**src/pmicio_pkg.sv**
```systemverilog
/*
  Package for the pin configuration block of the power management device.
  Assumes a single 100 MHz clock domain and a synchronous active-high reset.
*/
package pmicio_pkg;
  // ----------------------------------------------------------------
  // Register map (plain register port, word-wide index addresses)
  // ----------------------------------------------------------------
  localparam logic [3:0] ADDR_CFG    = 4'h0;  // Pin mode configuration
  localparam logic [3:0] ADDR_USER   = 4'h1;  // User level bits
  localparam logic [3:0] ADDR_STATUS = 4'h2;  // Pin and relay status, read only
  localparam logic [3:0] ADDR_RAILS  = 4'h3;  // Core buck voltage codes
  // ----------------------------------------------------------------
  // Field positions
  // ----------------------------------------------------------------
  localparam int CFG_RELAY_SEL  = 0;
  localparam int CFG_PUSH_PULL  = 1;
  localparam int CFG_CORE_RST   = 2;
  localparam int USR_RELAY_LVL  = 0;
  localparam int USR_OUT_LVL    = 1;
  localparam int USR_CORE_LVL   = 2;
  localparam int ST_RELAY_PIN   = 0;
  localparam int ST_CORE_PIN    = 1;
  localparam int ST_OUT_LEVEL   = 2;
  localparam int ST_SUP_SEEN    = 3;
  localparam int ST_HELD        = 4;
  localparam int RAIL_W         = 6;
  localparam int RAIL_B_LSB     = 8;
  // ----------------------------------------------------------------
  // Reset values
  // ----------------------------------------------------------------
  localparam logic [2:0] CFG_RESET  = 3'h0;
  localparam logic [2:0] USER_RESET = 3'h7;     // All pins released
  localparam logic [5:0] RAIL_A_DEF = 6'h08;    // Plain default code
  localparam logic [5:0] RAIL_B_DEF = 6'h08;    // Plain default code
endpackage : pmicio_pkg

```
**src/pmicio_pins.sv**
```systemverilog
/*
  Pin logic of the three configurable I/O pins: relay pin, reset output pin,
  core reset pin, with register port and core rail voltage registers.
  Assumes pin inputs synchronous-ish to clk (still double-registered), a
  sequencer that may pull the open-drain pins low, and a supplies-good level
  from the power monitor on the same clock.
*/
`timescale 1ns/1ps
`default_nettype none

// Notes on behaviour
// [RULE_01] With relay select clear the relay pin is open drain: low for 0, released for 1.
// [RULE_02] With relay select set and supplies good the output pin copies the relay pin.
// [RULE_03] On loss of supplies good the output pin holds the level caught at that edge.
// [RULE_04] After reset and before supplies good first rises the relayed output is low.
// [RULE_05] With relay select clear and push-pull clear the output pin is open drain on its bit.
// [RULE_06] With relay select clear and push-pull set the output pin is push-pull on its bit.
// [RULE_07] In relay mode the output user bit is ignored but push-pull still picks the drive.
// [RULE_08] With core reset enable clear the core pin is open drain on its bit or the sequencer.
// [RULE_09] With core reset enable set the core pin is an input and its user bit is ignored.
// [RULE_10] A falling edge on the core pin in that mode restores only the two core rail codes.
// [RULE_11] Software sets relay select to use the relay; the output pin then drives by itself.
// [RULE_12] Both pin inputs pass two flip-flops before any use.
module pmicio_pins #(
  parameter logic [5:0] RAIL_A_DEFAULT = pmicio_pkg::RAIL_A_DEF,
  parameter logic [5:0] RAIL_B_DEFAULT = pmicio_pkg::RAIL_B_DEF
) (
  input  wire logic       clk,
  input  wire logic       rst,
  input  wire logic       ce,
  input  wire logic [3:0] reg_addr,
  input  wire logic [15:0] reg_wdata,
  input  wire logic       reg_wr,
  input  wire logic       reg_rd,
  output var  logic [15:0] reg_rdata,
  input  wire logic       main_supplies_good,
  input  wire logic       seq_relay_low,
  input  wire logic       seq_core_low,
  input  wire logic       reset_relay_pin_i,
  output var  logic       reset_relay_pin_o,
  output var  logic       reset_relay_pin_oe,
  output var  logic       reset_out_pin_o,
  output var  logic       reset_out_pin_oe,
  input  wire logic       core_reset_pin_i,
  output var  logic       core_reset_pin_o,
  output var  logic       core_reset_pin_oe,
  output var  logic [5:0] core_buck_a_code,
  output var  logic [5:0] core_buck_b_code
);

  // ----------------------------------------------------------------
  // Configuration and user registers
  // ----------------------------------------------------------------
  logic [2:0] cfg_r;
  logic [2:0] user_r;
  logic [5:0] rail_a_r;
  logic [5:0] rail_b_r;
  logic       relay_sel;
  logic       push_pull;
  logic       core_rst_en;
  assign relay_sel   = cfg_r[pmicio_pkg::CFG_RELAY_SEL];
  assign push_pull   = cfg_r[pmicio_pkg::CFG_PUSH_PULL];
  assign core_rst_en = cfg_r[pmicio_pkg::CFG_CORE_RST];

  // Address decode
  logic wr_cfg;
  logic wr_user;
  logic wr_rails;
  assign wr_cfg   = reg_wr && (reg_addr == pmicio_pkg::ADDR_CFG);
  assign wr_user  = reg_wr && (reg_addr == pmicio_pkg::ADDR_USER);
  assign wr_rails = reg_wr && (reg_addr == pmicio_pkg::ADDR_RAILS);

  // ----------------------------------------------------------------
  // Input synchronisers
  // ----------------------------------------------------------------
  // [RULE_12] two-stage synchronisers
  logic [1:0] relay_sync_r;
  logic [1:0] core_sync_r;
  logic       core_prev_r;
  always_ff @(posedge clk) begin
    if (rst) begin
      relay_sync_r <= 2'h3;
      core_sync_r  <= 2'h3;
      core_prev_r  <= 1'b1;
    end else if (ce) begin
      relay_sync_r <= {relay_sync_r[0], reset_relay_pin_i};
      core_sync_r  <= {core_sync_r[0], core_reset_pin_i};
      core_prev_r  <= core_sync_r[1];
    end
  end
  logic relay_lvl;
  logic core_lvl;
  logic core_fall;
  assign relay_lvl = relay_sync_r[1];
  assign core_lvl  = core_sync_r[1];
  // [RULE_10] edge only counts while the pin is an input
  assign core_fall = core_rst_en && core_prev_r && !core_lvl;

  // ----------------------------------------------------------------
  // Relay latch
  // ----------------------------------------------------------------
  // Supplies good is taken as already on the clock domain.
  logic sup_seen_r;
  logic relay_q_r;
  logic relay_q_nxt;
  // [RULE_02] follow while good; [RULE_03] freeze while not good
  // [RULE_04] low until supplies good has been seen once
  assign relay_q_nxt = !sup_seen_r && !main_supplies_good ? 1'b0 :
                       main_supplies_good ? relay_lvl : relay_q_r;
  always_ff @(posedge clk) begin
    if (rst) begin
      sup_seen_r <= 1'b0;
      relay_q_r  <= 1'b0;
    end else if (ce) begin
      sup_seen_r <= sup_seen_r | main_supplies_good;
      relay_q_r  <= relay_q_nxt;
    end
  end

  // ----------------------------------------------------------------
  // Pin drive
  // ----------------------------------------------------------------
  logic out_lvl;
  logic out_oe_nxt;
  logic relay_oe_nxt;
  logic core_oe_nxt;
  // [RULE_07] relay mode ignores the user bit; [RULE_11] output set automatically
  assign out_lvl = relay_sel ? relay_q_nxt : user_r[pmicio_pkg::USR_OUT_LVL];
  // [RULE_05] open drain drives only low; [RULE_06] push-pull always drives
  assign out_oe_nxt = push_pull | !out_lvl;
  // [RULE_01] open drain relay pin, released in relay mode
  assign relay_oe_nxt = !relay_sel &&
                        (!user_r[pmicio_pkg::USR_RELAY_LVL] || seq_relay_low);
  // [RULE_08] open drain core pin; [RULE_09] input when reset enabled
  assign core_oe_nxt = !core_rst_en &&
                       (!user_r[pmicio_pkg::USR_CORE_LVL] || seq_core_low);

  // Registered pin outputs; open-drain data stays 0
  always_ff @(posedge clk) begin
    if (rst) begin
      reset_relay_pin_o  <= 1'b0;
      reset_relay_pin_oe <= 1'b0;
      reset_out_pin_o    <= 1'b0;
      reset_out_pin_oe   <= 1'b0;
      core_reset_pin_o   <= 1'b0;
      core_reset_pin_oe  <= 1'b0;
    end else if (ce) begin
      reset_relay_pin_o  <= 1'b0;
      reset_relay_pin_oe <= relay_oe_nxt;
      reset_out_pin_o    <= push_pull & out_lvl;
      reset_out_pin_oe   <= out_oe_nxt;
      core_reset_pin_o   <= 1'b0;
      core_reset_pin_oe  <= core_oe_nxt;
    end
  end

  // ----------------------------------------------------------------
  // Register writes
  // ----------------------------------------------------------------
  // Pin reset edge wins over a same-cycle software write to the rails.
  always_ff @(posedge clk) begin
    if (rst) begin
      cfg_r    <= pmicio_pkg::CFG_RESET;
      user_r   <= pmicio_pkg::USER_RESET;
      rail_a_r <= RAIL_A_DEFAULT;
      rail_b_r <= RAIL_B_DEFAULT;
    end else if (ce) begin
      if (wr_cfg) begin
        cfg_r <= reg_wdata[2:0];
      end
      if (wr_user) begin
        user_r <= reg_wdata[2:0];
      end
      // [RULE_10] only the two rail codes go back to default
      if (core_fall) begin
        rail_a_r <= RAIL_A_DEFAULT;
        rail_b_r <= RAIL_B_DEFAULT;
      end else if (wr_rails) begin
        rail_a_r <= reg_wdata[pmicio_pkg::RAIL_W-1:0];
        rail_b_r <= reg_wdata[pmicio_pkg::RAIL_B_LSB +: pmicio_pkg::RAIL_W];
      end
    end
  end

  // ----------------------------------------------------------------
  // Read path
  // ----------------------------------------------------------------
  logic [15:0] rd_mux;
  logic [4:0]  status;
  assign status = {!sup_seen_r ? 1'b0 : !main_supplies_good, sup_seen_r,
                   relay_q_r, core_lvl, relay_lvl};
  assign rd_mux = (reg_addr == pmicio_pkg::ADDR_CFG)    ? {13'h0000, cfg_r} :
                  (reg_addr == pmicio_pkg::ADDR_USER)   ? {13'h0000, user_r} :
                  (reg_addr == pmicio_pkg::ADDR_STATUS) ? {11'h000, status} :
                  (reg_addr == pmicio_pkg::ADDR_RAILS)  ?
                    {2'h0, rail_b_r, 2'h0, rail_a_r} : 16'h0000;
  always_ff @(posedge clk) begin
    if (rst) begin
      reg_rdata        <= 16'h0000;
      core_buck_a_code <= RAIL_A_DEFAULT;
      core_buck_b_code <= RAIL_B_DEFAULT;
    end else if (ce) begin
      reg_rdata        <= reg_rd ? rd_mux : 16'h0000;
      core_buck_a_code <= rail_a_r;
      core_buck_b_code <= rail_b_r;
    end
  end

  // ----------------------------------------------------------------
  // Checks
  // ----------------------------------------------------------------
  a_relay_od_drive: assert property (@(posedge clk) disable iff (rst) // [RULE_01]
    ce && !relay_sel && !user_r[0] |=> reset_relay_pin_oe && !reset_relay_pin_o)
    else $error("relay pin not driven low");
  a_relay_follow: assert property (@(posedge clk) disable iff (rst) // [RULE_02]
    ce && relay_sel && main_supplies_good && push_pull |=> reset_out_pin_o == $past(relay_lvl))
    else $error("output pin does not follow relay pin");
  a_relay_hold: assert property (@(posedge clk) disable iff (rst) // [RULE_03]
    ce && sup_seen_r && !main_supplies_good |=> relay_q_r == $past(relay_q_r))
    else $error("relay latch changed while supplies bad");
  a_relay_por_low: assert property (@(posedge clk) disable iff (rst) // [RULE_04]
    !sup_seen_r |-> relay_q_r == 1'b0)
    else $error("relay output high before first supplies good");
  a_out_od: assert property (@(posedge clk) disable iff (rst) // [RULE_05]
    ce && !relay_sel && !push_pull && user_r[1] |=> !reset_out_pin_oe)
    else $error("open drain output not released");
  a_out_pp: assert property (@(posedge clk) disable iff (rst) // [RULE_06]
    ce && !relay_sel && push_pull |=> reset_out_pin_oe && reset_out_pin_o == $past(user_r[1]))
    else $error("push-pull output wrong");
  a_core_input: assert property (@(posedge clk) disable iff (rst) // [RULE_09]
    ce && core_rst_en |=> !core_reset_pin_oe)
    else $error("core pin driven in input mode");
  a_core_rail_rst: assert property (@(posedge clk) disable iff (rst) // [RULE_10]
    ce && core_fall |=> rail_a_r == RAIL_A_DEFAULT && rail_b_r == RAIL_B_DEFAULT)
    else $error("rail codes not restored");
  a_core_od: assert property (@(posedge clk) disable iff (rst) // [RULE_08]
    ce && !core_rst_en && seq_core_low |=> core_reset_pin_oe)
    else $error("core pin not pulled by sequencer");
  c_relay_latch: cover property (@(posedge clk) relay_sel && $fell(main_supplies_good));
  c_core_reset:  cover property (@(posedge clk) core_fall);
  c_push_pull:   cover property (@(posedge clk) push_pull && reset_out_pin_o);

endmodule : pmicio_pins
`default_nettype wire

```
**config.mk**
```make
export PLATFORM = sky130hd
export DESIGN_NAME = pmicio_pins
export DESIGN_NICKNAME = d
export VERILOG_FILES = /design/src/pmicio_pkg.sv /design/src/pmicio_pins.sv
export SDC_FILE = /design/constraint.sdc
export NUM_CORES = 1
export LEC_CHECK = 0
export CORE_MARGIN = 10
export CORE_UTILIZATION = 65
export DETAILED_ROUTE_END_ITERATION = 7
export DONT_BUFFER_PORTS = 1
export PLACE_DENSITY = 0.86
export SYNTH_ARGS = -nofsm -noshare
export SYNTH_HDL_FRONTEND = slang
export SYNTH_SLANG_ARGS = --single-unit
```
**constraint.sdc**
```tcl
create_clock -name clk -period 2.3 [get_ports clk]
set_clock_uncertainty 0.05 [all_clocks]
set_input_delay 0.23 -clock clk [delete_from_list [all_inputs] [get_ports clk]]
set_output_delay 0.23 -clock clk [all_outputs]
set_load 0.005 [all_outputs]
```
# Yosys cells after proc, flatten, opt, wreduce, memory -nomap -nowiden
# Cells that the tools add are included.
[classes] eq_ne=3 n_mux=13 n_bitwise=3 reduce_logical=23
[ops] op="two-way mux 14 bit" count=5
[ops] op="two-way mux 6 bit" count=4
[ops] op="== test 4 x 2 -> 1 bit, second input constant" count=2
[ops] op="logical AND 1 bit" count=8
[ops] op="logical NOT 1 bit" count=8
[ops] op="AND reduction 2 bit" count=3
[ops] op="== test 4 x 1 -> 1 bit, second input constant" count=1
[ops] op="logical NOT 4 bit" count=1
[ops] op="two-way mux 1 bit" count=4
[ops] op="logical OR 1 bit" count=2
[ops] op="bitwise OR 1 bit" count=2
[ops] op="nonzero test 2 bit" count=1
[ops] op="AND 1 bit" count=1
[word_totals] reg_bits=57 in_bits=30 output_inout_bits=34 wordCells=58

# Depth between registers and ports, before layout
[logic_depth] depth_word=6 mapped_depth=6 mapped_depth_nobuf=3

# Worst setup path after synthesis
# No wires, ideal clock.
[synth_path] path_kind="input-to-reg" from="input reg_addr[0]" to="register rail_a_r[0]" setup_time_ns=0.117 t_arrival_ns=1.207 required_time_ns=2.133 setup_slack_ns=0.926 path_stages=6 n_path_buf=3 path_cell_list="buf_4 > and4bb_1 > buf_4 > nand3_1 > buf_2 > a32o_1"
[synth_via] elab_chain_len=4
[synth_lines] item="from (decl)" line_no="pmicio_pins.sv:31" rtl="input wire logic [3:0] reg_addr,"
[synth_lines] item="== test 4 x 2 -> 1 bit" line_no="pmicio_pins.sv:71" rtl="assign wr_rails = reg_wr && (reg_addr == pmicio_pkg::ADDR_RAILS);"
[synth_lines] item="logical AND 1 bit" line_no="pmicio_pins.sv:71"
[synth_lines] item="nonzero test 2 bit (no source line)"
[synth_lines] item="AND reduction 2 bit (no source line)"
[synth_lines] item="to (signal assigned)" line_no="pmicio_pins.sv:179" rtl="rail_a_r <= reg_wdata[pmicio_pkg::RAIL_W-1:0];"
[synth_lines] item="to (decl)" line_no="pmicio_pins.sv:56" rtl="logic [5:0] rail_a_r;"
# Every way passes these cells.
# A chain may end at the register's enable or synchronous reset.

# Worst setup path in the final report
[layout_path] from="input rst" to="register reg_rdata[3]"
[layout_lines] item="from (decl)" line_no="pmicio_pins.sv:29" rtl="input wire logic rst,"
[layout_lines] item="to (signal assigned)" line_no="pmicio_pins.sv:203" rtl="reg_rdata <= reg_rd ? rd_mux : 16'h0000;"
[layout_lines] item="to (decl)" line_no="pmicio_pins.sv:35" rtl="output var logic [15:0] reg_rdata,"
# No word-level cell between the ends.

==> metrics.txt <==
gr usage total=17.7%; largest net degree at the start of global routing=28; crit path time final=1.89 ns; Seq/Total Area, Yosys=48.2%; WHS Endpoint=reset_relay_pin_oe; max-slew headroom at the worst pin=32.7%; top routing layer in use=met4; CTS Sinks=53; DRC marker count from the first detailed-route iteration=201; Arr. time, crit path=2.13 ns; CP Launch Type=primary input; grt ovf=0; hold path cells=2; count of state elements after synthesis=53; DP HPWL=3550 um; commonest non-fill, non-tap cell in the layout=dfxtp_1; max-capacitance violation count=0; DRC Markers=0; CTS buffer count=5; adder-cell share of the synthesized area=0%; top-area cell type share of the netlist area=48.2%; Synth Cell Area=0.00220 mm2; Clock Latency Late Sink=0.38 ns; Worst path most repeated cell=dlygate4sd3_1; r2r startpoint=core_sync_r[1]; nets=270; startpoint of the worst hold path=seq_relay_low; io pins=64; Area Overhead vs Synth=11.3%; main combinational cell family by area after synthesis=simple AND/OR/NAND/NOR gates; CTS root buf=clkbuf_4; DIE AREA=0.00612 mm2; Crit path largest cell delay=1.20 ns; status=completed; power density over the cells=607 mW/mm2; final setup fails=0; met2 WL=2590 um; IO Port Bufs=0; Core ar.=0.00331 mm2; Crit path depth=3; Worst-Margin Slew=1.01 ns; antenna cells=0; main area contributors after synthesis=dfxtp_1, mux2i_1, a32o_1, a32oi_1, nor2_1; Vias=1787; Routed Antenna Nets=0; FF-to-FF path depth=3; Worst Setup Path Type=primary input to register; worst min path class=primary input to register; Peak VDD IR=0.558 mV; DR WL met3=682 um; CP max stage cell=dlygate4sd3_1; hold slack=0.0119 ns; global-route wire length before repair=8830 um; post-synthesis average cell area=9.66 um2; Worst-path clk slew=0.16 ns; vias per cell=6.23; capturing point of the worst reg2reg path=rail_a_r[4]; Setup TNS=0 ns; multiplexer share of the synthesized area=9.60%; Worst Path Buf+Inv=2; Fin. Hold Viols=0; Pre-Repair DR Iteration Count=5; die width=78.2 um; top cell family by delay on the critical path=buffers and inverters; WL/cell=19.3 um; worst endpoint required time=2.54 ns; LEAKAGE=0.000940 uW; ys flop type=dfxtp_1; CTS Buffer Depth=2; CTS tree=done; Post-Synth XOR/XNOR Area=0%; RSZ-0062 raised after global routing=no; fin crit share=82.1%; endpoint type of the worst setup path=register; vias in the first global route=1725; Rows=21; DRT met1 WL=2220 um; cell taking the most area after synthesis=dfxtp_1; Synth Instances=228; gpl congestion=0.758; Critical Path, Cell by Cell=dlygate4sd3_1 > a21oi_1 > dlygate4sd3_1; Initial Util=66.5%; total power=1490 uW; most frequent cells in the layout=dfxtp_1, dlygate4sd3_1, nor2_1, mux2i_1, nand2_1; Netlist cell types=38; Slew Limit Fails=0; level count of the clock H-tree=2; maximum clock rate=0.529 GHz; total routed wirelength=5540 um; fraction of layout cells with a size suffix above 1=5.81%; antenna violations before repair=0; simple-gate share of the synthesized area=17.3%; yosys warns=0; asr flop ratio synth=0%; Die Ht=78.2 um; compound-gate portion of the synthesized area=16.7%; CP max FO=27; EDFF count, synth=0; setup slack, reg-to-reg=0.69 ns
-- repair_timing --
action                                 in CTS  in global routing
hold buffers                               21                  2
resized for setup                           0                  0
setup buffers                               0                  0
endpoints found under the hold margin      49                  1
setup endpoints to repair                   0                  0
-- area by class of cell --
type	instances	area [um2]
Multi-Input combinational cell	145	983
Inverter	11	41.3
Clock inverter	3	21.3
Fill cell	259	861
Clock buffer	5	37.5
Tap cell	46	57.6
Sequential cell	53	1060
Timing Repair Buffer	24	248
-- routing by layer --
| layer | vias to the layer above | track usage [%] |
|---|---|---|
| li1 | 844 | - |
| met2 | 77 | 27.1 |
| met1 | 860 | 21.4 |
| met3 | 6 | 9.11 |
| met5 | - | 0 |
| met4 | 0 | 4.84 |
-- registers in the layout (all words and copies together) (netlist names) --
signal,count
reg_rdata,12
core_buck_a_code,6
core_buck_b_code,6
rail_a_r,6
rail_b_r,6
cfg_r,3
user_r,3
core_sync_r,2
relay_sync_r,2
core_prev_r,1
core_reset_pin_oe,1
relay_q_r,1
reset_out_pin_o,1
reset_out_pin_oe,1
reset_relay_pin_oe,1
sup_seen_r,1
-- synth_stat cells, types with 3 or more instances --
cell      instances
a211oi_1          4
nand2_1          14
o21ai_0           8
or4_1             3
inv_1            11
a32o_1           13
dfxtp_1          53
buf_2             6
nand4_1           4
a21oi_1          10
nand3_1          10
a32oi_1           9
nor2_1           21
buf_4             8
mux2i_1          20
clkbuf_1          8
-- report_power, final --
part	total (uW)	internal [uW]	switching, uW
Sequential	942	932	10.1
Clock	425	122	303
Combinational	120	56.3	63.2
Total	1490	1110	376
-- through the flow --
step | std cells | instance area (um2) | util (%) | setup slack, ns
6_report | 287 | 2450 | 74.0 | 0.411
3_5_place_dp | 256 | 2150 | 65.0 | 0.569
4_1_cts | 285 | 2430 | 73.4 | 0.455
2_1_floorplan | 233 | 2220 | - | 0.926
3_3_place_gp | 256 | 2150 | 65.0 | 0.608
5_1_grt | 287 | 2450 | 74.0 | 0.393
-- logic make-up (layout without fill, tap and decap cells) --
logic type	Yosys count	count (layout)
muxes	21	21
and+or+nand+nor	69	69
DFF	53	53
other	1	6
AOI/OAI and AO/OA	49	49
buffers and inverters	35	43
-- worst max path at each step --
| stage | from | to |
|---|---|---|
| 2_1_floorplan | reg_addr[0] | rail_a_r[0] |
| 3_3_place_gp | reg_addr[2] | rail_a_r[4] |
| 3_5_place_dp | reg_addr[2] | rail_b_r[2] |
| 4_1_cts | rst | reg_rdata[3] |
| 5_1_grt | rst | reg_rdata[3] |
| 6_report | rst | reg_rdata[3] |
No activity file was read; power rests on OpenSTA's default activity.
